`config.mk`:
```
export PLATFORM = sky130hd
export DESIGN_NAME = hall_period_speed_calc
export DESIGN_NICKNAME = d
export VERILOG_FILES = /design/src/shared/hps_pkg.sv /design/src/shared/hps_div_if.sv /design/src/core/hall_period_speed_calc.sv /design/src/core/hps_div.sv
export SDC_FILE = /design/constraint.sdc
export NUM_CORES = 1
export LEC_CHECK = 0
export ABC_AREA = 1
export BUFFER_PORTS_ARGS = -buffer_cell sky130_fd_sc_hd__buf_2
export CAP_MARGIN = 20
export CELL_PAD_IN_SITES_DETAIL_PLACEMENT = 1
export CELL_PAD_IN_SITES_GLOBAL_PLACEMENT = 1
export CORE_MARGIN = 2
export CORE_UTILIZATION = 45
export CTS_CLUSTER_DIAMETER = 40
export DETAILED_ROUTE_END_ITERATION = 8
export HOLD_SLACK_MARGIN = 0.03
export PLACE_DENSITY = 0.87
export SETUP_SLACK_MARGIN = 0.15
export SYNTH_ARGS = -nofsm -noshare
export SYNTH_HDL_FRONTEND = slang
export SYNTH_SLANG_ARGS = --single-unit
```
`constraint.sdc`:
```
create_clock -name mclk -period 4.4 [get_ports mclk]
set_clock_uncertainty 0.05 [all_clocks]
set_input_delay 0.88 -clock mclk [delete_from_list [all_inputs] [get_ports mclk]]
set_output_delay 0.88 -clock mclk [all_outputs]
set_load 0.05 [all_outputs]
```
`src/shared/hps_pkg.sv`:
```
// constants, state types and widths for the hall period speed calculation
// assumes a single mclk domain and synchronous hall inputs
package hps_pkg;
  localparam int FRAC_W = 24;
  localparam int DIVR_W = 27;
  localparam int SECTORS = 6;
  localparam int IDX_W = 3;
  localparam int PWM_DECIM = 16;
  localparam int PWM_CNT_W = 4;
  localparam int STEP_W = 5;
  localparam logic [FRAC_W-1:0] FRAC_MAX = 24'h7FFFFF;
  localparam logic [FRAC_W-1:0] FRAC_MIN = 24'h800000;
  localparam logic [FRAC_W-1:0] FRAC_ZERO = 24'h000000;
  localparam logic [FRAC_W-1:0] TICK_ONE = 24'h000001;
  localparam logic [PWM_CNT_W-1:0] PWM_LAST = 4'hF;
  localparam logic [IDX_W-1:0] IDX_LAST = 3'h5;
  localparam logic [IDX_W-1:0] SEEN_FULL = 3'h6;
  localparam logic [STEP_W-1:0] DIV_LAST = 5'h17;
  typedef enum logic [0:0] {DIV_IDLE, DIV_RUN} hps_div_state_t;
endpackage

```
`src/shared/hps_div_if.sv`:
```
// divide request and answer between the speed calculation and its divider
// assumes both ends sit on the same mclk
`timescale 1ns/100ps
interface hps_div_if;
  import hps_pkg::*;
  logic start;
  logic [FRAC_W-1:0] dividend;
  logic [DIVR_W-1:0] divisor;
  logic busy;
  logic done;
  logic [FRAC_W-1:0] quotient;
  modport master (output start, output dividend, output divisor, input busy, input done, input quotient);
  modport slave (input start, input dividend, input divisor, output busy, output done, output quotient);
endinterface

```
`src/core/hall_period_speed_calc.sv`:
```
// hall period capture and fractional speed calculation
// assumes hall inputs and strobes are synchronous to mclk and debounced upstream
`timescale 1ns/100ps

// Functional notes
// - speed is computed from the revolution period unless the sector option selects the sector period.
// - a sector period is the tick count between two successive transitions on any hall input, six per revolution.
// - the revolution period runs from one transition to the same one a revolution later, refreshed on every transition.
// - speed equals the scaling constant divided by the revolution period (six sector periods when useSector is high), as a signed fraction of full speed.
// - the period is taken as electrical, pole pairs being folded into the scaling constant.
// - the speed calculation runs once every sixteenth pwm period.
// - hall transitions are captured at any moment, independent of pwm timing.
// - fractions are 24-bit signed with one sign bit and 23 fraction bits, the most negative code being minus one.
module hall_period_speed_calc
  import hps_pkg::*;
(
  input wire logic mclk, // module clock, 200 MHz
  input wire logic rst, // synchronous reset, active high
  input wire logic [2:0] hallIn, // hall-like sensor levels
  input wire logic timebaseTick, // one pulse per timebase tick
  input wire logic pwmPeriodStart, // one pulse at each pwm period start
  input wire logic useSector, // high selects the sector period
  input wire logic [FRAC_W-1:0] scaleConst, // scaling constant, unsigned ticks
  output logic [FRAC_W-1:0] speed, // signed fractional speed
  output logic speedValid, // pulse when speed is refreshed
  output logic [FRAC_W-1:0] sectorPeriod, // last sector period in ticks
  output logic [FRAC_W-1:0] revPeriod, // last revolution period in ticks
  output logic sectorValid, // a sector period has been measured
  output logic revValid // a revolution period has been measured
);
  typedef struct packed {
    logic primed;
    logic [2:0] hallPrev;
    logic [FRAC_W-1:0] timer;
    logic [SECTORS-1:0][FRAC_W-1:0] stamp;
    logic [FRAC_W-1:0] lastStamp;
    logic [IDX_W-1:0] widx;
    logic [IDX_W-1:0] seen;
    logic [FRAC_W-1:0] sector;
    logic [FRAC_W-1:0] rev;
    logic revOk;
    logic [PWM_CNT_W-1:0] pwmCnt;
    logic calcReq;
    logic [FRAC_W-1:0] speed;
    logic speedValid;
  } hps_main_reg_t;

  hps_main_reg_t s;
  hps_main_reg_t next_s;
  hps_div_if div ();

  logic hallEdge;
  logic periodOk;
  logic [DIVR_W-1:0] periodSel;

  hps_div u_div (
    .mclk(mclk),
    .rst(rst),
    .div(div)
  );

  // transition on any input; the first sample after reset only primes the history
  assign hallEdge = s.primed && (hallIn != s.hallPrev);

  always_comb begin
    // sector scaled by six so both sources share one scaling constant
    if (useSector) begin
      periodSel = {1'b0, s.sector, 2'b00} + {2'b00, s.sector, 1'b0};
      periodOk = (s.seen >= 3'h2);
    end else begin
      periodSel = {3'b000, s.rev};
      periodOk = s.revOk;
    end
  end

  always_comb begin
    next_s = s;
    next_s.speedValid = 1'b0;
    next_s.primed = 1'b1;
    next_s.hallPrev = hallIn;
    div.start = 1'b0;
    div.dividend = scaleConst;
    div.divisor = periodSel;

    // free-running timebase; periods are modulo differences so wrap is harmless
    if (timebaseTick) begin
      next_s.timer = s.timer + TICK_ONE;
    end

    // capture runs every cycle, never gated by the pwm cadence
    if (hallEdge) begin
      if (s.seen != 3'h0) begin
        next_s.sector = s.timer - s.lastStamp;
      end
      if (s.seen == SEEN_FULL) begin
        next_s.rev = s.timer - s.stamp[s.widx];
        next_s.revOk = 1'b1;
      end
      next_s.stamp[s.widx] = s.timer;
      next_s.lastStamp = s.timer;
      if (s.widx == IDX_LAST) begin
        next_s.widx = '0;
      end else begin
        next_s.widx = s.widx + 3'h1;
      end
      if (s.seen != SEEN_FULL) begin
        next_s.seen = s.seen + 3'h1;
      end
    end

    // a pending request waits for the divider; the sixteen-period gap keeps it short
    // a quotient being delivered owns this cycle's update, so an immediate result would be lost
    if (s.calcReq && !div.busy && !div.done) begin
      next_s.calcReq = 1'b0;
      if (!periodOk) begin
        // no full period yet: report standstill rather than a stale figure
        next_s.speed = FRAC_ZERO;
        next_s.speedValid = 1'b1;
      end else if (periodSel == '0) begin
        next_s.speed = FRAC_MAX;
        next_s.speedValid = 1'b1;
      end else begin
        div.start = 1'b1;
      end
    end

    // set after clear so a new request is never lost
    if (pwmPeriodStart) begin
      next_s.pwmCnt = s.pwmCnt + 4'h1;
      if (s.pwmCnt == PWM_LAST) begin
        next_s.calcReq = 1'b1;
      end
    end

    if (div.done) begin
      // unsigned quotient above the positive range would read as negative
      if (div.quotient[FRAC_W-1]) begin
        next_s.speed = FRAC_MAX;
      end else begin
        next_s.speed = div.quotient;
      end
      next_s.speedValid = 1'b1;
    end
  end

  always_ff @(posedge mclk) begin
    if (rst) begin
      s <= '0;
    end else begin
      s <= next_s;
    end
  end

  assign speed = s.speed;
  assign speedValid = s.speedValid;
  assign sectorPeriod = s.sector;
  assign revPeriod = s.rev;
  assign sectorValid = (s.seen >= 3'h2);
  assign revValid = s.revOk;
endmodule

```
`src/core/hps_div.sv`:
```
// unsigned restoring divider, 24-bit dividend over 27-bit divisor
// assumes start is only raised while busy is low and the divisor is nonzero
`timescale 1ns/100ps
module hps_div
  import hps_pkg::*;
(
  input wire logic mclk, // module clock
  input wire logic rst, // synchronous reset, active high
  hps_div_if.slave div // divide request and answer
);
  typedef struct packed {
    hps_div_state_t state;
    logic [STEP_W-1:0] step;
    logic [DIVR_W:0] rem;
    logic [FRAC_W-1:0] dvd;
    logic [DIVR_W-1:0] dvs;
    logic [FRAC_W-1:0] quo;
    logic done;
  } hps_div_reg_t;

  hps_div_reg_t s;
  hps_div_reg_t next_s;

  always_comb begin
    logic [DIVR_W:0] trial;
    trial = {s.rem[DIVR_W-1:0], s.dvd[FRAC_W-1]};
    next_s = s;
    next_s.done = 1'b0;
    unique case (s.state)
      DIV_IDLE: begin
        if (div.start) begin
          next_s.state = DIV_RUN;
          next_s.step = '0;
          next_s.rem = '0;
          next_s.dvd = div.dividend;
          next_s.dvs = div.divisor;
          next_s.quo = '0;
        end
      end
      DIV_RUN: begin
        next_s.dvd = {s.dvd[FRAC_W-2:0], 1'b0};
        if (trial >= {1'b0, s.dvs}) begin
          next_s.rem = trial - {1'b0, s.dvs};
          next_s.quo = {s.quo[FRAC_W-2:0], 1'b1};
        end else begin
          next_s.rem = trial;
          next_s.quo = {s.quo[FRAC_W-2:0], 1'b0};
        end
        if (s.step == DIV_LAST) begin
          next_s.state = DIV_IDLE;
          next_s.done = 1'b1;
        end else begin
          next_s.step = s.step + 5'h01;
        end
      end
    endcase
  end

  always_ff @(posedge mclk) begin
    if (rst) begin
      s <= '0;
    end else begin
      s <= next_s;
    end
  end

  assign div.busy = (s.state == DIV_RUN);
  assign div.done = s.done;
  assign div.quotient = s.quo;
endmodule

```
==> run metrics, run 1 <==
run status=finished clean; Netlist Area Pre-Place=around 22000 sq um; FILL cells=around 6300; Mapped Nets=around 3400; fmax=approximately 0.25 GHz; CTS Sinks=between 300 and 400; fin. max-slew vios=0; CTS tree=done; sequential share of the synthesized area=between 30% and 40%; area share of the largest cell type after synthesis=between 30% and 40%; first-pass GRT wire length=121 mm; Area contributors post-synth=dfxtp_1 35%, nand2_1 10%, a21oi_1 9.8%; Avg WL per Cell=between 15 and 20 microns; port bufs=105; CTS buffer count=69; Top cell by count, worst path=nand2_1; crit path launch type=flop; endpoints failing setup=0; prevailing post-synth register cell=dfxtp_1; H-tree levels=3; final worst slack=approximately 370 ps; Worst path slowest cell=dfxtp_1; Max-slew headroom=between 30% and 40%; Setup CP Type=flop to flop; VDD IR max=~0.00030 V; drt initial violations=around 1600; largest net degree at the start of global routing=~160; Worst-path clk slew=~60 ps; I/O Pins=roughly 110; most common library cell in the layout ignoring fill and taps=nand2_1; Synth Instances=between 3000 and 4000; Cell Pwr Density=421 nW/um^2; vias in the first global route=approximately 23000; CTS root buf=clkbuf_16; Initial Util=between 40% and 50%; core area=48500 sq um; Max Cap Viol=0; initial antenna violation count=1; Ys Warns=0; final worst path period share=about nine tenths; final wirelength=approximately 77 mm; RePlAce Congestion=0.890; RSZ-0062 raised after global routing=true; Unique masters post-synth=48; Hold Crit Class=flop to flop; Horiz. Die Dim=225 microns; Final Hold Fails=0; Setup TNS=0 ps; Place WS=between 300 and 400 ps; die area=50700 sq um; first drt pass iteration count=5; DRC viols=0; grt ovf=0; Synth async-reset ratio=0%; Vias=approximately 22000; Avg Inst Size Synth=~6.8 sq um; Site Rows=81; FF+latch area=between 7000 and 8000 sq um; vias per inst=around 5.7; area leader, netlist=dfxtp_1; Nets=roughly 3400; crit-path max cell delay=between 400 and 500 ps; crit path DAT=4510 ps; Worst Tran Pin Value=roughly 1000 ps; Worst setup EP type=flop; Worst Path Required=4880 ps; CTS Buffer Depth=3; Critical Path Fanout Max=12; Multi-input gate area=between 10000 and 15000 sq um; share of cells above drive strength 1=around a tenth; clk_lat worst skew=600 ps; die span in y=about 230 microns; flops & latches, synth=a little under 400; P&R area growth vs syn=13.1%; placed wire-length estimate=52.3 mm; fin crit period=just over 4000 ps; EDFF count, synth=0; Pleak=between 10 and 15 nW; Global Route Usage Sum=around 30%; most frequent cells in the layout=585 x nand2_1, 431 x a21oi_1, 400 x inv_1, 387 x dfxtp_1, 337 x o21ai_0; post-route ant nets=0
[cell families after synthesis]
kind of cell / after synthesis / synth area share (%)
XOR/XNOR: 50 / 1.99
AND/OR/NAND/NOR: 1141 / 22.1
AO/OA/AOI/OAI: 889 / 21.4
other: 1 / 0.0171
multiplexers: 3 / 0.137
buffers and inverters: 664 / 12.7
adder cells (fa/ha/maj): 107 / 6.22
flip-flops: 389 / 35.4
[cells in the mapped netlist (all sizes together), types with 2 or more instances]
| cell | count |
|---|---|
| a211oi | 4 |
| nor4 | 13 |
| a21o | 5 |
| clkbuf | 156 |
| mux2i | 3 |
| o21a | 6 |
| xor2 | 26 |
| a2111oi | 6 |
| ha | 103 |
| a31oi | 4 |
| a31o | 2 |
| a21boi | 2 |
| nand3b | 5 |
| a221oi | 16 |
| or2 | 21 |
| inv | 404 |
| nand2 | 587 |
| a21oi | 433 |
| o22ai | 5 |
| buf | 102 |
| a22oi | 3 |
| o221ai | 2 |
| nand4 | 52 |
| o21bai | 12 |
| dfxtp | 389 |
| o21ai | 363 |
| xnor2 | 24 |
| nand3 | 207 |
| nor2 | 224 |
| fa | 4 |
| nor3 | 29 |
| o211ai | 25 |
| nor3b | 2 |
| clkinv | 2 |
[power by group]
part,internal [mW],switching (mW),leakage (nW)
clock network,3.47,1.99,1.16
logic,0.387,0.957,6.61
registers,3.61,0.0742,3.15
total,7.46,3.02,10.9
[per-layer routing]
metal / global-route usage [%] / wire length [microns] / up-vias
met5: 0 / 0 / -
met4: 11.9 / 2840 / 0
met3: 4.50 / 3610 / 194
met2: 51.7 / 37300 / 558
met1: 37.1 / 32900 / 10989
li1: - / - / 10621
[area by class of cell]
| cell class | instances | share of cell area (%) |
|---|---|---|
| antenna | 1 | 0.0101 |
| clock buffer | 86 | 7.77 |
| clock inverter | 39 | 1.73 |
| inverter | 406 | 6.16 |
| multi-input combinational | 2191 | 45.9 |
| sequential | 389 | 31.3 |
| tap | 622 | 3.13 |
| timing repair buffer | 161 | 3.96 |
[critical path, delay by kind of cell, from the launching register on]
family / cells / cell delay [ps]
AO/OA/AOI/OAI: 8 / 1140
adder cells (fa/ha/maj): 1 / 390
buffers and inverters: 5 / 750
flip-flops: 1 / 430
AND/OR/NAND/NOR: 11 / 1160
[what timing repair did]
item | in CTS | in global routing
endpoints found under the hold margin | 0 | 0
endpoints found under the setup margin | 0 | 28
buffers inserted | 0 | 5
resized for setup | 0 | 6
hold buffers | 0 | 0
[final timing paths]
path / slack (ps) / cells after the start / to / from
setup reg to reg: 370 / 25 / revPeriod[17] / s[84]
setup / recovery: 370 / 25 / revPeriod[17] / s[84]
hold / removal: 390 / 2 / s[214] / s[214]
hold reg to reg: 390 / 2 / s[214] / s[214]
[state kept, by name, summed over array words and instances, names as in the netlist]
signal / flops
speed: 23
sectorPeriod: 24
revPeriod: 24
u_div.div.done: 1
s: 207
revValid: 1
speedValid: 1
u_div.div.quotient: 24
u_div.div.busy: 1
u_div.s: 83
[per-stage QoR]
stage | util, % | area (sq um) | cells | power [mW] | hold slack, ps
floorplan | - | 22000 | 3244 | 4.68 | 370
global placement | 46.2 | 22400 | 3763 | 5.00 | 378
detailed placement | 46.2 | 22400 | 3763 | 5.06 | 384
CTS | 51.1 | 24800 | 3888 | 10.5 | 394
global route | 51.3 | 24900 | 3895 | 10.8 | 411
finish | 51.3 | 24900 | 3895 | 10.5 | 393
(Power assumes the default switching activity.)
==> run 2: changes to the inputs <==
Settings changed: CORE_ASPECT_RATIO from default to 1.75.
==> run metrics, run 2 (synthesis gave the netlist of run 1 again) <==
most common library cell in the layout ignoring fill and taps=nand2_1; Nets=3324 (-0.98%); port bufs=105 (unchanged); placed wire-length estimate=54.1 mm (+3.4%); Critical Path Fanout Max=25 (+13); drt initial violations=1229 (-21%); CTS root buf=clkbuf_16; post-route ant nets=0 (unchanged); run status=finished clean; Cell Pwr Density=368 nW/um^2 (-13%); Worst path slowest cell=fa_1; CTS Buffer Depth=3 (unchanged); fmax=0.258 GHz (+4.1%); Max Cap Viol=0 (unchanged); Setup CP Type=flop to flop; max reg flops=207 (unchanged); Worst Tran Pin Value=1020 ps (-9.56 ps); vias in the first global route=23200 (+1.1%); H-tree levels=2 (-1); Pleak=10.5 nW (-4.2%); clk_lat worst skew=560 ps (-40 ps); Final Hold Fails=0 (unchanged); crit path DAT=4280 ps (-230 ps); VDD IR max=0.000214 V (-28%); most frequent cells in the layout=585 x nand2_1, 431 x a21oi_1, 400 x inv_1, 387 x dfxtp_1, 338 x o21ai_0; placed insts=3794 (+0.82%); Setup TNS=0 ps (unchanged); initial antenna violation count=1 (unchanged); crit path launch type=flop; dpl cell area=22500 sq um (+0.41%); fin crit period=3870 ps (-160 ps); RePlAce Congestion=0.958 (+7.6%); Top cell by count, worst path=nand2_1; DRC viols=0 (unchanged); die span in y=296 microns (+32%); Setup Buffers After CTS=0 (unchanged); Avg WL per Cell=19.2 microns (-2.5%); CTS buffer count=42 (-39%); first-pass GRT wire length=118 mm (-2.4%); Worst Path Required=4810 ps (-70 ps); design area=24000 sq um (-3.4%); share of cells above drive strength 1=8.48% (-1.5 points); final worst path period share=88.0% (-3.6 points); Worst-path clk slew=60 ps (about the same); vias per inst=5.69 (-0.96%); Cell Count, Final, Fillers Out=3873 (-0.56%); grt ovf=0 (unchanged); Initial Util=45.4% (+0.076 points); RSZ-0062 raised after global routing=false; final wirelength=74.4 mm (-3.0%); crit-path max cell delay=430 ps (about the same); Max-slew headroom=31.8% (+0.64 points); Worst setup EP type=flop; Vias=22023 (-1.5%); Global Route Usage Sum=29.0% (-0.85 points); first drt pass iteration count=5 (unchanged); CTS Sinks=389 (unchanged); fin. max-slew vios=0 (unchanged); largest net degree at the start of global routing=111 (-32%); Most flops, register=s; Site Rows=107 (+32%); P&R area growth vs syn=9.29%; Horiz. Die Dim=171 microns (-24%); largest registers=s x207, u_div.s x83; Hold Crit Class=flop to flop; I/O Pins=107 (unchanged); CTS tree=done; core area=48500 sq um (-0.17%); endpoints failing setup=0 (unchanged); worst-path cell chain=ha_1 > fa_1 > nand3_1 > nand3_2 > nand2_1 > nand2_1 > nand2_1 > nand2_1 > nand2_1 > nand3_1 > nand2_1 > nor2_1 > nand3_1 > nor2_1 > nand3_2 > buf_4 > nand3_1 > nand2_2 > nand2_1 > a21oi_1; die area=50700 sq um (+0.14%); post-layout util=49.6% (-1.7 points)
## run 2: metal layers
metal	part of all wire (%)	GRT usage, %
met1	38	30.6
met2	51	53.5
met3	3.2	3.13
met4	7.7	19.9
met5	0	0
## run 2: path summary, 6_finish.rpt
| path | depth (start not counted) | slack, ps | startpoint | end |
|---|---|---|---|---|
| min | 2 | 390 | s[218] | s[218] |
| max reg2reg | 20 | 530 | sectorPeriod[0] | speed[9] |
| max | 20 | 530 | sectorPeriod[0] | speed[9] |
| min reg2reg | 2 | 390 | s[218] | s[218] |
## run 2: power breakdown
part           internal (mW)  leakage, nW  switching [mW]
Sequential              3.60         3.15          0.0721
Clock                   2.25        0.715            1.58
Combinational          0.389         6.60           0.959
## run 2: critical path, delay by kind of cell (launching register included)
family	cells	cell delay, ps
buffers and inverters	1	320
AOI/OAI and AO/OA	1	210
and+or+nand+nor	16	2140
adders and majority gates	2	700
DFF	1	350
## run 2: per-stage QoR
step           total power, mW  setup slack, ps  hold slack, ps
2_1_floorplan             4.68              860             370
3_3_place_gp              5.02              574             379
3_5_place_dp              5.07              406             384
4_1_cts                   8.88              318             394
5_1_grt                   9.16              198             407
6_report                  8.85              528             393
## run 2: cell type report
type,count,area (sq um)
Antenna cell,1,2.50
Tap cell,654,818
Multi-Input combinational cell,2191,11400
Clock buffer,52,1150
Clock inverter,25,340
Timing Repair Buffer,155,977
Sequential cell,389,7790
Fill cell,6397,24400
Inverter,406,1530
## run 2: repair_timing
action / CTS / global route
endpoints found under the setup margin: 0 / 28
hold buffers: 0 / 0
resized for setup: 0 / 3
==> run 3: changes to the inputs <==
Settings changed: CORE_ASPECT_RATIO 1.75 to default.
Clock period 4.4 ns to 4.3 ns, I/O delays scaled along.
==> run metrics, run 3 (synthesis gave the netlist of run 1 again) <==
Worst Tran Pin Value=1080 ps (+58.0 ps); final wirelength=77.3 mm (+3.9%); Worst Path Required=4750 ps (-60 ps); H-tree levels=3 (+1); first drt pass iteration count=5 (unchanged); Initial Util=45.3% (-0.076 points); metal3 WL=3.94 mm (+68%); Top cell by count, worst path=nand2_1; fmax=0.261 GHz (+1.2%); CP delay by family, top=simple AND/OR/NAND/NOR gates; Cell Pwr Density=440 nW/um^2 (+20%); met2 wire length=37.6 mm (-1.7%); Global Route Usage Sum=30.1% (+1.1 points); crit path DAT=4270 ps (about the same); hold_buf cts=0 (unchanged); hold_sp=s[248]; vias per inst=5.71 (+0.46%); final worst path period share=89.0% (+1.0 points); Pleak=10.9 nW (+4.4%); max layer used=met4; fin crit period=3830 ps (-44.3 ps); RePlAce Congestion=0.937 (-2.2%); fin. max-slew vios=0 (unchanged); I/O Pins=107 (unchanged); Setup CP Type=flop to flop; die area=50700 sq um (-0.14%); design area=24900 sq um (+3.8%); CTS Buffer Depth=3 (unchanged); crit-path max cell delay=420 ps (about the same); Avg WL per Cell=19.9 microns (+3.5%); most frequent cells in the layout=585 x nand2_1, 431 x a21oi_1, 400 x inv_1, 387 x dfxtp_1, 338 x o21ai_0; Critical Path Fanout Max=25 (unchanged); port bufs=105 (unchanged); Setup TNS=0 ps (unchanged); final worst slack=473 ps (-55.7 ps); core area=48500 sq um (+0.17%); Nets=3347 (+0.69%); dpl cell area=22400 sq um (-0.34%); drt initial violations=1792 (+46%); post-layout util=51.4% (+1.8 points); first-pass GRT wire length=122 mm (+3.4%); VDD IR max=0.000273 V (+27%); crit path launch type=flop; Horiz. Die Dim=225 microns (+32%); DRC viols=0 (unchanged); vias in the first global route=23141 (-0.25%); max reg flops=207 (unchanged); die span in y=225 microns (-24%); CTS Sinks=389 (unchanged); reg2reg start=sectorPeriod[1]; critical path buffer and inverter count=3 (+2); initial antenna violation count=0 (-1); Most flops, register=s; Max-slew headroom=27.9% (-3.9 points); worst-path cell chain=ha_1 > fa_1 > nand3_1 > nand3_2 > nand2_1 > nand2_1 > nand2_1 > nand3b_1 > nand3_1 > nand2_1 > nor2_1 > nand3_1 > nor2_2 > nand3_2 > buf_4 > inv_1 > nand3_1 > nand2_1 > inv_1 > a21oi_1; RSZ-0062 raised after global routing=false; Reg2Reg Setup Slack=470 ps (-60 ps); share of cells above drive strength 1=9.80% (+1.3 points); origin of the worst setup path=sectorPeriod[1]; post-route ant nets=0 (unchanged); largest net degree at the start of global routing=163 (+47%); Worst path slowest cell=fa_1; Place WS=306 ps (-100 ps); endpoints failing setup=0 (unchanged); run status=finished clean; FILL cells=6257 (-2.2%); Diodes inserted=0 (-1); Worst-path clk slew=60 ps (about the same); P&R area growth vs syn=13.4%; clk_lat worst skew=600 ps (+40 ps); Worst setup EP type=flop; Vias=22199 (+0.80%); largest registers=s x207, u_div.s x83; Site Rows=81 (-24%); CTS root buf=clkbuf_16; grt ovf=0 (unchanged); Hold Crit Class=flop to flop; most common library cell in the layout ignoring fill and taps=nand2_1; Max Cap Viol=0 (unchanged); placed wire-length estimate=52.5 mm (-2.9%); Final Hold Fails=0 (unchanged); CTS tree=done; wl on met1=32.8 mm (+17%); CTS buffer count=68 (+62%)
run 3: layout make-up:
| class | count | area [sq um] | share of cell area, % |
|---|---|---|---|
| repair buffers | 152 | 942 | 3.78 |
| inverters | 406 | 1530 | 6.13 |
| multi-input cells | 2191 | 11400 | 45.8 |
| clock buffers | 83 | 1900 | 7.62 |
| well taps | 622 | 778 | 3.12 |
| flip-flops and latches | 389 | 7790 | 31.2 |
| clock inverters | 43 | 564 | 2.26 |
run 3: tightest hold or removal path, delay by kind of cell (launching register included):
kind	cells	cell delay, ps
compound gates	1	50
buf+inv	1	40
flops	1	300
run 3: routing by layer:
| metal | GRT usage, % | vias up |
|---|---|---|
| met2 | 52.4 | 569 |
| met5 | 0 | - |
| li1 | - | 10600 |
| met3 | 4.22 | 178 |
| met1 | 36.9 | 10852 |
| met4 | 13.4 | 0 |
run 3: worst paths after layout:
path / to / cells past startpoint
worst min-delay path: s[248] / 2
worst max-delay path: speed[4] / 20
worst max register to register: speed[4] / 20
worst min register to register: s[248] / 2
run 3: through the flow:
stage	power (mW)	cells	hold WS (ps)
after detailed placement	5.19	3760	384
final	11.0	3886	388
after global routing	11.4	3886	410
after global placement	5.13	3760	378
after floorplan	4.79	3244	370
after CTS	11.0	3886	391
run 3: repair_timing:
| item | in CTS | in global routing |
|---|---|---|
| gates resized for setup | 0 | 11 |
| setup endpoints to repair | 0 | 47 |
| buffers inserted | 0 | 0 |
| hold endpoints to repair | 0 | 0 |
run 3: power breakdown:
part / internal (mW) / switching, mW / leakage (nW)
Clock: 3.75 / 2.07 / 1.20
Sequential: 3.69 / 0.0741 / 3.15
Combinational: 0.400 / 0.995 / 6.58
